$ cat config.mk
export PLATFORM = sky130hd
export DESIGN_NAME = cpdt_top
export DESIGN_NICKNAME = d
export VERILOG_FILES = /design/src/common/cpdt_pkg.sv /design/src/design/cpdt_top.sv
export VERILOG_INCLUDE_DIRS = /design/src /design/src/common
export SDC_FILE = /design/constraint.sdc
export NUM_CORES = 1
export LEC_CHECK = 0
export BUFFER_PORTS_ARGS = -buffer_cell sky130_fd_sc_hd__buf_2
export CORE_UTILIZATION = 45
export DETAILED_ROUTE_END_ITERATION = 12
export GPL_ROUTABILITY_DRIVEN = 0
export HOLD_SLACK_MARGIN = 0.05
export PLACE_DENSITY = 0.64
export SYNTH_ARGS = -nofsm -noshare
export SYNTH_HDL_FRONTEND = slang
export SYNTH_SLANG_ARGS = --single-unit
$ cat constraint.sdc
create_clock -name hclk -period 7.11 [get_ports hclk]
set_input_delay 0.3555 -clock hclk [delete_from_list [all_inputs] [get_ports hclk]]
set_output_delay 0.3555 -clock hclk [all_outputs]
set_load 0.05 [all_outputs]
$ cat src/common/cpdt_regs.svh
`ifndef CPDT_REGS_SVH
`define CPDT_REGS_SVH

// ****************************************************************
// register byte offsets
// ****************************************************************
`define CPDT_CTRL_OFS      8'h00
`define CPDT_CUT_DN_OFS    8'h04
`define CPDT_CUT_UP_OFS    8'h08
`define CPDT_EARLY_OFS     8'h0C
`define CPDT_STATUS_OFS    8'h10
`define CPDT_PDN_BASE      4'h2
`define CPDT_PUP_BASE      4'h3

// ****************************************************************
// field positions and widths
// ****************************************************************
`define CPDT_CTRL_W        10
`define CPDT_DWELL_W       14
`define CPDT_EARLY_W       9
`define CPDT_STS_CLR_BIT   0

// ****************************************************************
// reset values and limits, in ms
// ****************************************************************
`define CPDT_DWELL_RST     14'h00C8
`define CPDT_EARLY_RST     9'h000
`define CPDT_DWELL_MAX     14'h270F
`define CPDT_DWELL_MIN     14'h0001
`define CPDT_EARLY_MAX     9'h1F4
`define CPDT_TIMEOUT_MS    14'h2710

// ****************************************************************
// timing
// ****************************************************************
`define CPDT_CLK_NS        40
`define CPDT_TICK_NS       1000000
`define CPDT_TICK_CYC      (`CPDT_TICK_NS / `CPDT_CLK_NS)

`endif

$ cat src/common/cpdt_pkg.sv
package cpdt_pkg;

  // ****************************************************************
  // modes and states
  // ****************************************************************
  typedef enum logic [1:0] {
    TOL_CUT_STOP = 2'h0,
    TOL_WARN     = 2'h1,
    TOL_STOP     = 2'h2,
    TOL_RSVD     = 2'h3
  } cpdt_tol_e;

  typedef enum logic [3:0] {
    CS_IDLE = 4'h1,
    CS_ARM  = 4'h2,
    CS_DOWN = 4'h4,
    CS_UP   = 4'h8
  } cpdt_cut_e;

  typedef enum logic [2:0] {
    PS_IDLE = 3'h1,
    PS_DOWN = 3'h2,
    PS_UP   = 3'h4
  } cpdt_prs_e;

  // ****************************************************************
  // carriers
  // ****************************************************************
  typedef struct packed {
    logic [3:0] prs_sw_fit;
    cpdt_tol_e  tol_act;
    logic       cut_sw_fit;
    logic       combined;
    logic       nonstop;
    logic       enable;
  } cpdt_ctl_s;

  typedef struct packed {
    logic       cut;
    logic       cut_up;
    logic [3:0] press;
    logic [3:0] press_up;
  } cpdt_sol_s;

  typedef struct packed {
    cpdt_prs_e   st;
    logic [13:0] cnt;
    logic [13:0] len;
  } cpdt_prs_s;

  typedef struct packed {
    cpdt_ctl_s            ctl;
    logic [13:0]          cut_dn;
    logic [13:0]          cut_up;
    logic [8:0]           early;
    logic [3:0][13:0]     prs_dn;
    logic [3:0][13:0]     prs_up;
    logic [14:0]          tick_cnt;
    logic                 tick;
    cpdt_cut_e            cut_st;
    logic [13:0]          cut_cnt;
    logic [13:0]          up_len;
    logic                 err;
    logic                 halt;
    logic                 tol_pulse;
    cpdt_prs_s [3:0]      prs;
    logic                 cut_sw1;
    logic                 cut_sw2;
    logic [3:0]           prs_sw1;
    logic [3:0]           prs_sw2;
    logic                 wr_pend;
    logic [7:0]           a_addr;
    logic [31:0]          rdata;
  } cpdt_state_s;

endpackage : cpdt_pkg

$ cat src/design/cpdt_top.sv
// Added by the designer: the register addresses and the AHB-Lite interface to the registers.
`timescale 1ns/100ps
`include "cpdt_regs.svh"

// Overview of operation
// RL1 - cut down dwell 1 to 9999 ms, cut output held that long
// RL2 - zero cut dwell: feed-to-stop line held until cut switch closes
// RL3 - zero cut dwell: no switch in 10 s halts line, flags error
// RL4 - cut switch closing in the stroke drops cut output at once
// RL5 - non-stop line, zero dwell: runs 10 s, then halts with error
// RL6 - cut up output timed by its own up dwell
// RL7 - combined mode: cut dwell is down time, same time for up
// RL8 - combined mode: fitted cut switch ends down time early
// RL9 - zero early start: cut fires only at minimum die travel
// RL10 - early start 0 to 500 ms fires cut ahead of die target
// RL11 - cut never fires before the die acceleration ramp begins
// RL12 - tolerance check pulsed at end of cut down dwell
// RL13 - early start used only with cut-and-stop or warn-only
// RL14 - each press has its own down dwell setting its cycle
// RL15 - press down dwell settable 1 to 9999 ms
// RL16 - fitted press switch closing ends that press down dwell
// RL17 - each press up output timed by its own up dwell
// RL18 - combined mode: press down time reused as press up time
// RL19 - operator sets cut dwell a bit above switch close time
// RL20 - cut and press outputs are timed pulses firing downward
// RL21 - all dwells and timeouts count one shared 1 ms tick

module cpdt_top #(
  parameter int TICK_CYCLES = `CPDT_TICK_CYC
) (
  input  wire logic              hclk,
  input  wire logic              hresetn,
  input  wire logic              hsel,
  input  wire logic [31:0]       haddr,
  input  wire logic [1:0]        htrans,
  input  wire logic              hwrite,
  input  wire logic [2:0]        hsize,
  input  wire logic [31:0]       hwdata,
  input  wire logic              hready,
  output logic                   hreadyout,
  output logic                   hresp,
  output logic [31:0]            hrdata,
  input  wire logic              cut_req,
  input  wire logic              die_ramp,
  input  wire logic              die_at_min,
  input  wire logic [8:0]        die_eta_ms,
  input  wire logic              cut_sw_pin,
  input  wire logic [3:0]        press_req,
  input  wire logic [3:0]        press_sw_pin,
  output cpdt_pkg::cpdt_sol_s    solenoids,
  output logic                   tol_check,
  output logic                   line_halt,
  output logic                   error_flag,
  output logic                   restart_inhibit
);

  // ****************************************************************
  // constants
  // ****************************************************************
  localparam logic [14:0] TICK_LAST = 15'(TICK_CYCLES - 1);

  localparam cpdt_pkg::cpdt_prs_s PRS_RST = '{
    st:  cpdt_pkg::PS_IDLE,
    cnt: 14'h0000,
    len: 14'h0000
  };

  localparam cpdt_pkg::cpdt_ctl_s CTL_RST = '{
    prs_sw_fit: 4'h0,
    tol_act:    cpdt_pkg::TOL_CUT_STOP,
    cut_sw_fit: 1'b0,
    combined:   1'b0,
    nonstop:    1'b0,
    enable:     1'b0
  };

  localparam cpdt_pkg::cpdt_state_s S_RST = '{
    ctl:       CTL_RST,
    cut_dn:    `CPDT_DWELL_RST,
    cut_up:    `CPDT_DWELL_RST,
    early:     `CPDT_EARLY_RST,
    prs_dn:    {4{`CPDT_DWELL_RST}},
    prs_up:    {4{`CPDT_DWELL_RST}},
    tick_cnt:  15'h0000,
    tick:      1'b0,
    cut_st:    cpdt_pkg::CS_IDLE,
    cut_cnt:   14'h0000,
    up_len:    14'h0000,
    err:       1'b0,
    halt:      1'b0,
    tol_pulse: 1'b0,
    prs:       {4{PRS_RST}},
    cut_sw1:   1'b0,
    cut_sw2:   1'b0,
    prs_sw1:   4'h0,
    prs_sw2:   4'h0,
    wr_pend:   1'b0,
    a_addr:    8'h00,
    rdata:     32'h0000_0000
  };

  // ****************************************************************
  // helpers
  // ****************************************************************
  // clamp a written dwell into its legal window
  function automatic logic [13:0] clamp_dwell(
    input logic [31:0] v,
    input logic [13:0] lo
  );
    return (v[31:14] != 18'h00000 || v[13:0] > `CPDT_DWELL_MAX) ?
           `CPDT_DWELL_MAX : ((v[13:0] < lo) ? lo : v[13:0]);
  endfunction : clamp_dwell

  // word seen by a read at byte offset a
  function automatic logic [31:0] read_word(
    input logic [7:0]           a,
    input cpdt_pkg::cpdt_state_s s,
    input logic                 inhibit
  );
    logic [31:0] w;
    logic [3:0]  pbusy;
    w = 32'h0000_0000;
    for (int k = 0; k < 4; k++)
    begin
      pbusy[k] = (s.prs[k].st != cpdt_pkg::PS_IDLE);
    end
    if (a == `CPDT_CTRL_OFS)
    begin
      w[`CPDT_CTRL_W-1:0] = s.ctl;
    end
    else if (a == `CPDT_CUT_DN_OFS)
    begin
      w[`CPDT_DWELL_W-1:0] = s.cut_dn;
    end
    else if (a == `CPDT_CUT_UP_OFS)
    begin
      w[`CPDT_DWELL_W-1:0] = s.cut_up;
    end
    else if (a == `CPDT_EARLY_OFS)
    begin
      w[`CPDT_EARLY_W-1:0] = s.early;
    end
    else if (a == `CPDT_STATUS_OFS)
    begin
      w[7:0] = {pbusy, (s.cut_st != cpdt_pkg::CS_IDLE),
                inhibit, s.halt, s.err};
    end
    else if (a[7:4] == `CPDT_PDN_BASE)
    begin
      w[`CPDT_DWELL_W-1:0] = s.prs_dn[a[3:2]];
    end
    else if (a[7:4] == `CPDT_PUP_BASE)
    begin
      w[`CPDT_DWELL_W-1:0] = s.prs_up[a[3:2]];
    end
    return w;
  endfunction : read_word

  // ****************************************************************
  // state
  // ****************************************************************
  cpdt_pkg::cpdt_state_s s_reg;
  cpdt_pkg::cpdt_state_s s_next;
  logic                  zero_dn;
  logic                  inhibit;
  logic                  early_ok;
  logic [8:0]            early_eff;
  logic                  early_hit;
  logic                  addr_ok;

  // decode of cut and bus conditions
  always_comb
  begin
    zero_dn   = (s_reg.cut_dn == 14'h0000);
    inhibit   = (s_reg.cut_st == cpdt_pkg::CS_DOWN) && zero_dn &&
                !s_reg.ctl.nonstop;                             // [RL2]
    early_ok  = (s_reg.ctl.tol_act == cpdt_pkg::TOL_CUT_STOP) ||
                (s_reg.ctl.tol_act == cpdt_pkg::TOL_WARN);      // [RL13]
    early_eff = early_ok ? s_reg.early : 9'h000;
    early_hit = (early_eff != 9'h000) &&
                (die_eta_ms <= early_eff);                      // [RL10]
    addr_ok   = hsel && htrans[1] && hready && (hsize == 3'h2);
  end

  // ****************************************************************
  // next state
  // ****************************************************************
  always_comb
  begin
    s_next           = s_reg;
    s_next.tol_pulse = 1'b0;

    // switch pins pass two flops before anything looks at them
    s_next.cut_sw1 = cut_sw_pin;
    s_next.cut_sw2 = s_reg.cut_sw1;
    s_next.prs_sw1 = press_sw_pin;
    s_next.prs_sw2 = s_reg.prs_sw1;

    // shared millisecond time base; one tick pulse per wrap
    s_next.tick     = (s_reg.tick_cnt == TICK_LAST);            // [RL21]
    s_next.tick_cnt = s_next.tick ? 15'h0000 : s_reg.tick_cnt + 15'h0001;

    // bus address phase; read data is caught here so it is a flop
    s_next.wr_pend = addr_ok && hwrite;
    if (addr_ok)
    begin
      s_next.a_addr = haddr[7:0];
      if (!hwrite)
      begin
        s_next.rdata = read_word(haddr[7:0], s_reg, inhibit);
      end
    end

    // bus data phase write; clear of error loses to a new event
    if (s_reg.wr_pend)
    begin
      if (s_reg.a_addr == `CPDT_CTRL_OFS)
      begin
        s_next.ctl = cpdt_pkg::cpdt_ctl_s'(hwdata[`CPDT_CTRL_W-1:0]);
      end
      else if (s_reg.a_addr == `CPDT_CUT_DN_OFS)
      begin
        s_next.cut_dn = (hwdata == 32'h0000_0000) ? 14'h0000 :
                        clamp_dwell(hwdata, `CPDT_DWELL_MIN);   // [RL1]
      end
      else if (s_reg.a_addr == `CPDT_CUT_UP_OFS)
      begin
        s_next.cut_up = clamp_dwell(hwdata, 14'h0000);
      end
      else if (s_reg.a_addr == `CPDT_EARLY_OFS)
      begin
        s_next.early = (hwdata > 32'(`CPDT_EARLY_MAX)) ?
                       `CPDT_EARLY_MAX : hwdata[8:0];           // [RL10]
      end
      else if (s_reg.a_addr == `CPDT_STATUS_OFS)
      begin
        if (hwdata[`CPDT_STS_CLR_BIT])
        begin
          s_next.err  = 1'b0;
          s_next.halt = 1'b0;
        end
      end
      else if (s_reg.a_addr[7:4] == `CPDT_PDN_BASE)
      begin
        s_next.prs_dn[s_reg.a_addr[3:2]] =
          clamp_dwell(hwdata, `CPDT_DWELL_MIN);                 // [RL15]
      end
      else if (s_reg.a_addr[7:4] == `CPDT_PUP_BASE)
      begin
        s_next.prs_up[s_reg.a_addr[3:2]] =
          clamp_dwell(hwdata, 14'h0000);
      end
    end

    // cut stroke
    unique case (s_reg.cut_st)
      cpdt_pkg::CS_IDLE:
      begin
        if (cut_req && s_reg.ctl.enable)
        begin
          s_next.cut_st = cpdt_pkg::CS_ARM;
        end
      end
      cpdt_pkg::CS_ARM:
      begin
        // firing needs the ramp under way whatever the early time
        if (!s_reg.ctl.enable)
        begin
          s_next.cut_st = cpdt_pkg::CS_IDLE;
        end
        else if (die_ramp && (die_at_min || early_hit)) // [RL9] [RL11]
        begin
          s_next.cut_st  = cpdt_pkg::CS_DOWN;
          s_next.cut_cnt = 14'h0000;
        end
      end
      cpdt_pkg::CS_DOWN:
      begin
        s_next.cut_cnt = s_reg.cut_cnt + {13'h0000, s_reg.tick}; // [RL21]
        // the switch wins over any dwell still left
        if (((s_reg.ctl.cut_sw_fit || zero_dn) && s_reg.cut_sw2) || // [RL4]
            (!zero_dn && s_reg.cut_cnt >= s_reg.cut_dn)) // [RL1] [RL8]
        begin
          s_next.cut_st = cpdt_pkg::CS_UP;
        end
        else if (zero_dn && s_reg.cut_cnt >= `CPDT_TIMEOUT_MS)
        begin
          s_next.cut_st = cpdt_pkg::CS_UP;
          s_next.err    = 1'b1;                         // [RL3] [RL5]
          s_next.halt   = 1'b1;                         // [RL3] [RL5]
        end
        if (s_next.cut_st == cpdt_pkg::CS_UP)
        begin
          s_next.tol_pulse = 1'b1;                              // [RL12]
          s_next.cut_cnt   = 14'h0000;
          s_next.up_len    = s_reg.ctl.combined ?
                             s_reg.cut_cnt :                    // [RL7]
                             s_reg.cut_up;                      // [RL6]
        end
      end
      cpdt_pkg::CS_UP:
      begin
        s_next.cut_cnt = s_reg.cut_cnt + {13'h0000, s_reg.tick};
        if (s_reg.cut_cnt >= s_reg.up_len)                      // [RL6]
        begin
          s_next.cut_st = cpdt_pkg::CS_IDLE;
        end
      end
      default:
      begin
        s_next.cut_st = cpdt_pkg::CS_IDLE;
      end
    endcase

    // one timer per press, each with its own settings
    for (int i = 0; i < 4; i++)
    begin
      unique case (s_reg.prs[i].st)
        cpdt_pkg::PS_IDLE:
        begin
          if (press_req[i] && s_reg.ctl.enable)
          begin
            s_next.prs[i].st  = cpdt_pkg::PS_DOWN;              // [RL20]
            s_next.prs[i].cnt = 14'h0000;
          end
        end
        cpdt_pkg::PS_DOWN:
        begin
          s_next.prs[i].cnt = s_reg.prs[i].cnt + {13'h0000, s_reg.tick};
          if ((s_reg.ctl.prs_sw_fit[i] && s_reg.prs_sw2[i]) || // [RL16]
              s_reg.prs[i].cnt >= s_reg.prs_dn[i])             // [RL14]
          begin
            s_next.prs[i].st  = cpdt_pkg::PS_UP;
            s_next.prs[i].cnt = 14'h0000;
            s_next.prs[i].len = s_reg.ctl.combined ?
                                s_reg.prs[i].cnt :              // [RL18]
                                s_reg.prs_up[i];                // [RL17]
          end
        end
        cpdt_pkg::PS_UP:
        begin
          s_next.prs[i].cnt = s_reg.prs[i].cnt + {13'h0000, s_reg.tick};
          if (s_reg.prs[i].cnt >= s_reg.prs[i].len)             // [RL17]
          begin
            s_next.prs[i].st = cpdt_pkg::PS_IDLE;
          end
        end
        default:
        begin
          s_next.prs[i].st = cpdt_pkg::PS_IDLE;
        end
      endcase
    end
  end

  // ****************************************************************
  // register
  // ****************************************************************
  always_ff @(posedge hclk or negedge hresetn)
  begin
    if (!hresetn)
    begin
      s_reg <= S_RST;
    end
    else
    begin
      s_reg <= s_next;
    end
  end

  // ****************************************************************
  // outputs
  // ****************************************************************
  // zero wait states keep the slave simple; the timers need no stall
  assign hreadyout = 1'b1;
  assign hresp     = 1'b0;
  assign hrdata    = s_reg.rdata;

  // solenoid levels decode straight from one-hot state flops
  always_comb
  begin
    solenoids.cut    = (s_reg.cut_st == cpdt_pkg::CS_DOWN);   // [RL20]
    solenoids.cut_up = (s_reg.cut_st == cpdt_pkg::CS_UP);
    for (int j = 0; j < 4; j++)
    begin
      solenoids.press[j]    = (s_reg.prs[j].st == cpdt_pkg::PS_DOWN);
      solenoids.press_up[j] = (s_reg.prs[j].st == cpdt_pkg::PS_UP);
    end
  end

  assign tol_check       = s_reg.tol_pulse;
  assign line_halt       = s_reg.halt;
  assign error_flag      = s_reg.err;
  assign restart_inhibit = inhibit;

endmodule : cpdt_top

==> impl_metrics.yaml <==
finish:
  nets: 2487
  fin_cells: 2867
  diodes: 0
  final_cell_area_um2: 23230
  n_fill_cell: 4122
  final_util_pct: 50.98
  drive_above_1_share_pct: 12.66
  largest_reg_flops: 345
  syn_to_final_growth_pct: 11.15
clock_network:
  cts_tree: "yes"
  cts-root-buf: "clkbuf_16"
  post-cts-setup-buffers: 0
  clock_latency_ps: 590
  clk_path_buf_depth: 3
  htree_levels: 2
  cts-hold-fix-buffers: 13
  clkSinkCount: 367
  cts_buffers: 43
  ctsResizeCount: 0
  clk_transition_reported_paths_ps: 60
logic_synthesis:
  postSynthCellCount: 2161
  ys_seq_elements: 367
  ys_types: 80
  synth-edff-count: 0
  yosysSeqAreaShare_pct: 44.14
  synth_ff_type: "dfrtp_1"
  async_flop_share_pct: 100.0
  syn_area_um2: 20900
  syn_avg_cell_area_um2: 9.673
  synth-warning-count: 0
route:
  dr.pass1.iters: 5
  ant_nets: 0
  vias: 16308
  drcViolationCount: 0
  wirelength_um: 58090
  drtIter0Drc: 1307
  routedWlPerCell_um: 20.26
  via_per_inst: 5.688
critical_path:
  crit_family: "compound AO/OA/AOI/OAI gates"
  crit_path_cell_trace: "inv_1 -> ha_1 -> and3_1 -> o211ai_1 -> nor4bb_1 -> o21ai_0 -> a22oi_2 -> a211oi_1 -> a21oi_1"
  path_max_fanout: 30
  critPathKind: "flop to flop"
  path_buf_inv: 1
  end_kind: "flop"
  cpPeakStageDelay_ps: 1030
  cp_slowest_cell: "a22oi_2"
  start_kind: "flop"
  worstPathRequired_ps: 7590
  critPathArrivalTime_ps: 3800
global_routing:
  grt_pass1_wl_um: 91500
  grt_max_degree: 179
  grt_pass1_vias: 15949
  grt-ovfl-total: 0
  antenna_found_initial: 1
  grt.total_usage_pct: 25.02
sta:
  fin_crit_sh_pct: 46.68
  rsz0062_at_grt: "no"
  fin_crit_ps: 3319
  report.final.hold_viol_count: 0
  worst_slew_pin_slew_ps: 1252
  finalSetupTns_ps: 0
  fmax_mhz: 301.3
  whs_ps: 67.23
  slew_headroom_pct: 16.56
  setup_viol: 0
  skew_ps: 29.93
  finalMaxSlewViolations: 0
power_and_ir_drop:
  netSwitchingFraction_pct: 26.05
  power_frac_comb_pct: 8.7
  p_clk_share_pct: 45.0
  p_int_mw: 3.571
  power_leakage_nw: 11.64
  power_density_nw_per_um2: 207.9
  ir_drop_mv: 0.2036
  p_switching_mw: 1.258
  pwr-share-seq_pct: 46.3
floorplan:
  ioPinCount: 143
  core_um2: 45580
  initial_core_util_pct: 45.87
  rows: 78
  fp.dieW_um: 217.5
  die_height_um: 217.5
  dieArea_um2: 47320
placed_design:
  dpl_cell_area_um2: 21730
  dp_hpwl_um: 42060
  dp_cells: 2774
  io_buffers: 97
status:
  status: "finished clean"
hold_path:
  hold_class: "input port to flop"
run:
  maxCapViolCount: 0
## area by class of cell
cell class                      count  area, um2  area share [%]
Clock buffer                       66       1264           5.439
Clock inverter                     14      115.1          0.4954
Inverter                          170      638.1           2.746
Multi-Input combinational cell   1528      10510           45.22
Sequential cell                   367       9231           39.73
Tap cell                          600      750.7           3.231
Timing Repair Buffer              122      728.2           3.134
## per-layer routing
metal	part of all wire, %	global-route usage (%)	vias up	routed length, um
met5	0	0	-	0
met4	3.9	9.366	0	2251
met3	6.0	3.835	124	3506
met2	46	39.87	499	26920
met1	44	34.36	8032	25410
li1	-	-	7653	-
## cell usage in the layout, fill, tap and decap left out, types with 8 or more instances in the layout
cell type,count
o211ai_1,9
clkbuf_16,44
mux2i_1,113
xnor2_1,24
nand2b_1,27
dlygate4sd3_1,13
a31oi_1,12
mux2_2,23
nor3_1,18
xor2_1,40
and4_1,10
inv_1,170
nor2_1,185
clkinv_2,9
buf_4,11
and2_1,10
o21ai_0,180
o22ai_1,11
buf_2,96
conb_1,20
nor4_1,11
nand3_1,39
mux4_2,28
clkbuf_8,8
ha_1,160
nand4_1,34
dfstp_2,35
or3_1,17
nor3b_1,13
dfrtp_1,331
nand2_1,237
a21o_1,26
and3_1,14
nor2b_1,22
clkbuf_1,14
a21oi_1,144
a211oi_1,11
## metrics by stage
step / worst slack (ps) / total power [mW]
floorplan: 4274 / 2.528
global placement: 4000 / 2.667
detailed placement: 3826 / 2.683
CTS: 3794 / 4.865
global route: 3547 / 5.003
finish: 3791 / 4.829
## worst reg2reg max path: stages, from the launching register on
cell and delay [ps]:
dfstp_2 540, inv_1 70, ha_1 280, and3_1 190, o211ai_1 190, nor4bb_1 290
o21ai_0 260, a22oi_2 1030, a211oi_1 180, a21oi_1 190
## cell usage after synthesis, drive strengths merged (14+ instances only)
cell / count / area, um2
nor4: 15 / 127.6
buf: 69 / 441.7
clkbuf: 45 / 168.9
nor2: 186 / 700.7
xor2: 40 / 350.3
and3: 14 / 87.58
nand2: 238 / 900.9
a21oi: 146 / 738.2
mux2: 23 / 259.0
dfrtp: 332 / 8308
a21o: 26 / 195.2
ha: 160 / 2002
nand4: 36 / 246.5
o21ai: 185 / 929.6
nor3: 20 / 116.4
mux4: 28 / 630.6
nand3: 39 / 195.2
or3: 17 / 106.4
mux2i: 113 / 1131
nand2b: 27 / 168.9
nor2b: 23 / 146.4
xnor2: 24 / 210.2
inv: 170 / 638.1
dfstp: 35 / 919.6
## cell families after synthesis
group           Yosys count  share of synthesized area, %
xor+xnor                 64                         2.682
flops                   367                         44.14
mux                     164                         9.667
other cells               2                       0.03593
compound gates          454                         12.52
fa+ha+maj               160                         9.577
buf+inv                 284                         5.973
simple gates            666                         15.41
## final timing paths
kind / to / cells after the start / slack (ps) / startpoint
setup reg to reg: s_reg[182] / 9 / 3790 / s_reg[368]
setup / recovery: s_reg[182] / 9 / 3790 / s_reg[368]
hold reg to reg: s_reg[43] / 0 / 340 / s_next[43]
max in group asynchronous: s_reg[377] / 3 / 5120 / hresetn
min in group asynchronous: s_next[42] / 2 / 420 / hresetn
hold / removal: s_reg[111] / 3 / 70 / press_req[1]
## power groups by stage
stage | sequential [mW] | clock, mW | combinational, mW
detailed placement | 2.27 | 0 | 0.415
floorplan | 2.23 | 0 | 0.298
global placement | 2.27 | 0 | 0.401
global route | 2.24 | 2.30 | 0.465
CTS | 2.23 | 2.21 | 0.423
finish | 2.23 | 2.18 | 0.420
No activity file was read; power rests on OpenSTA's default activity.
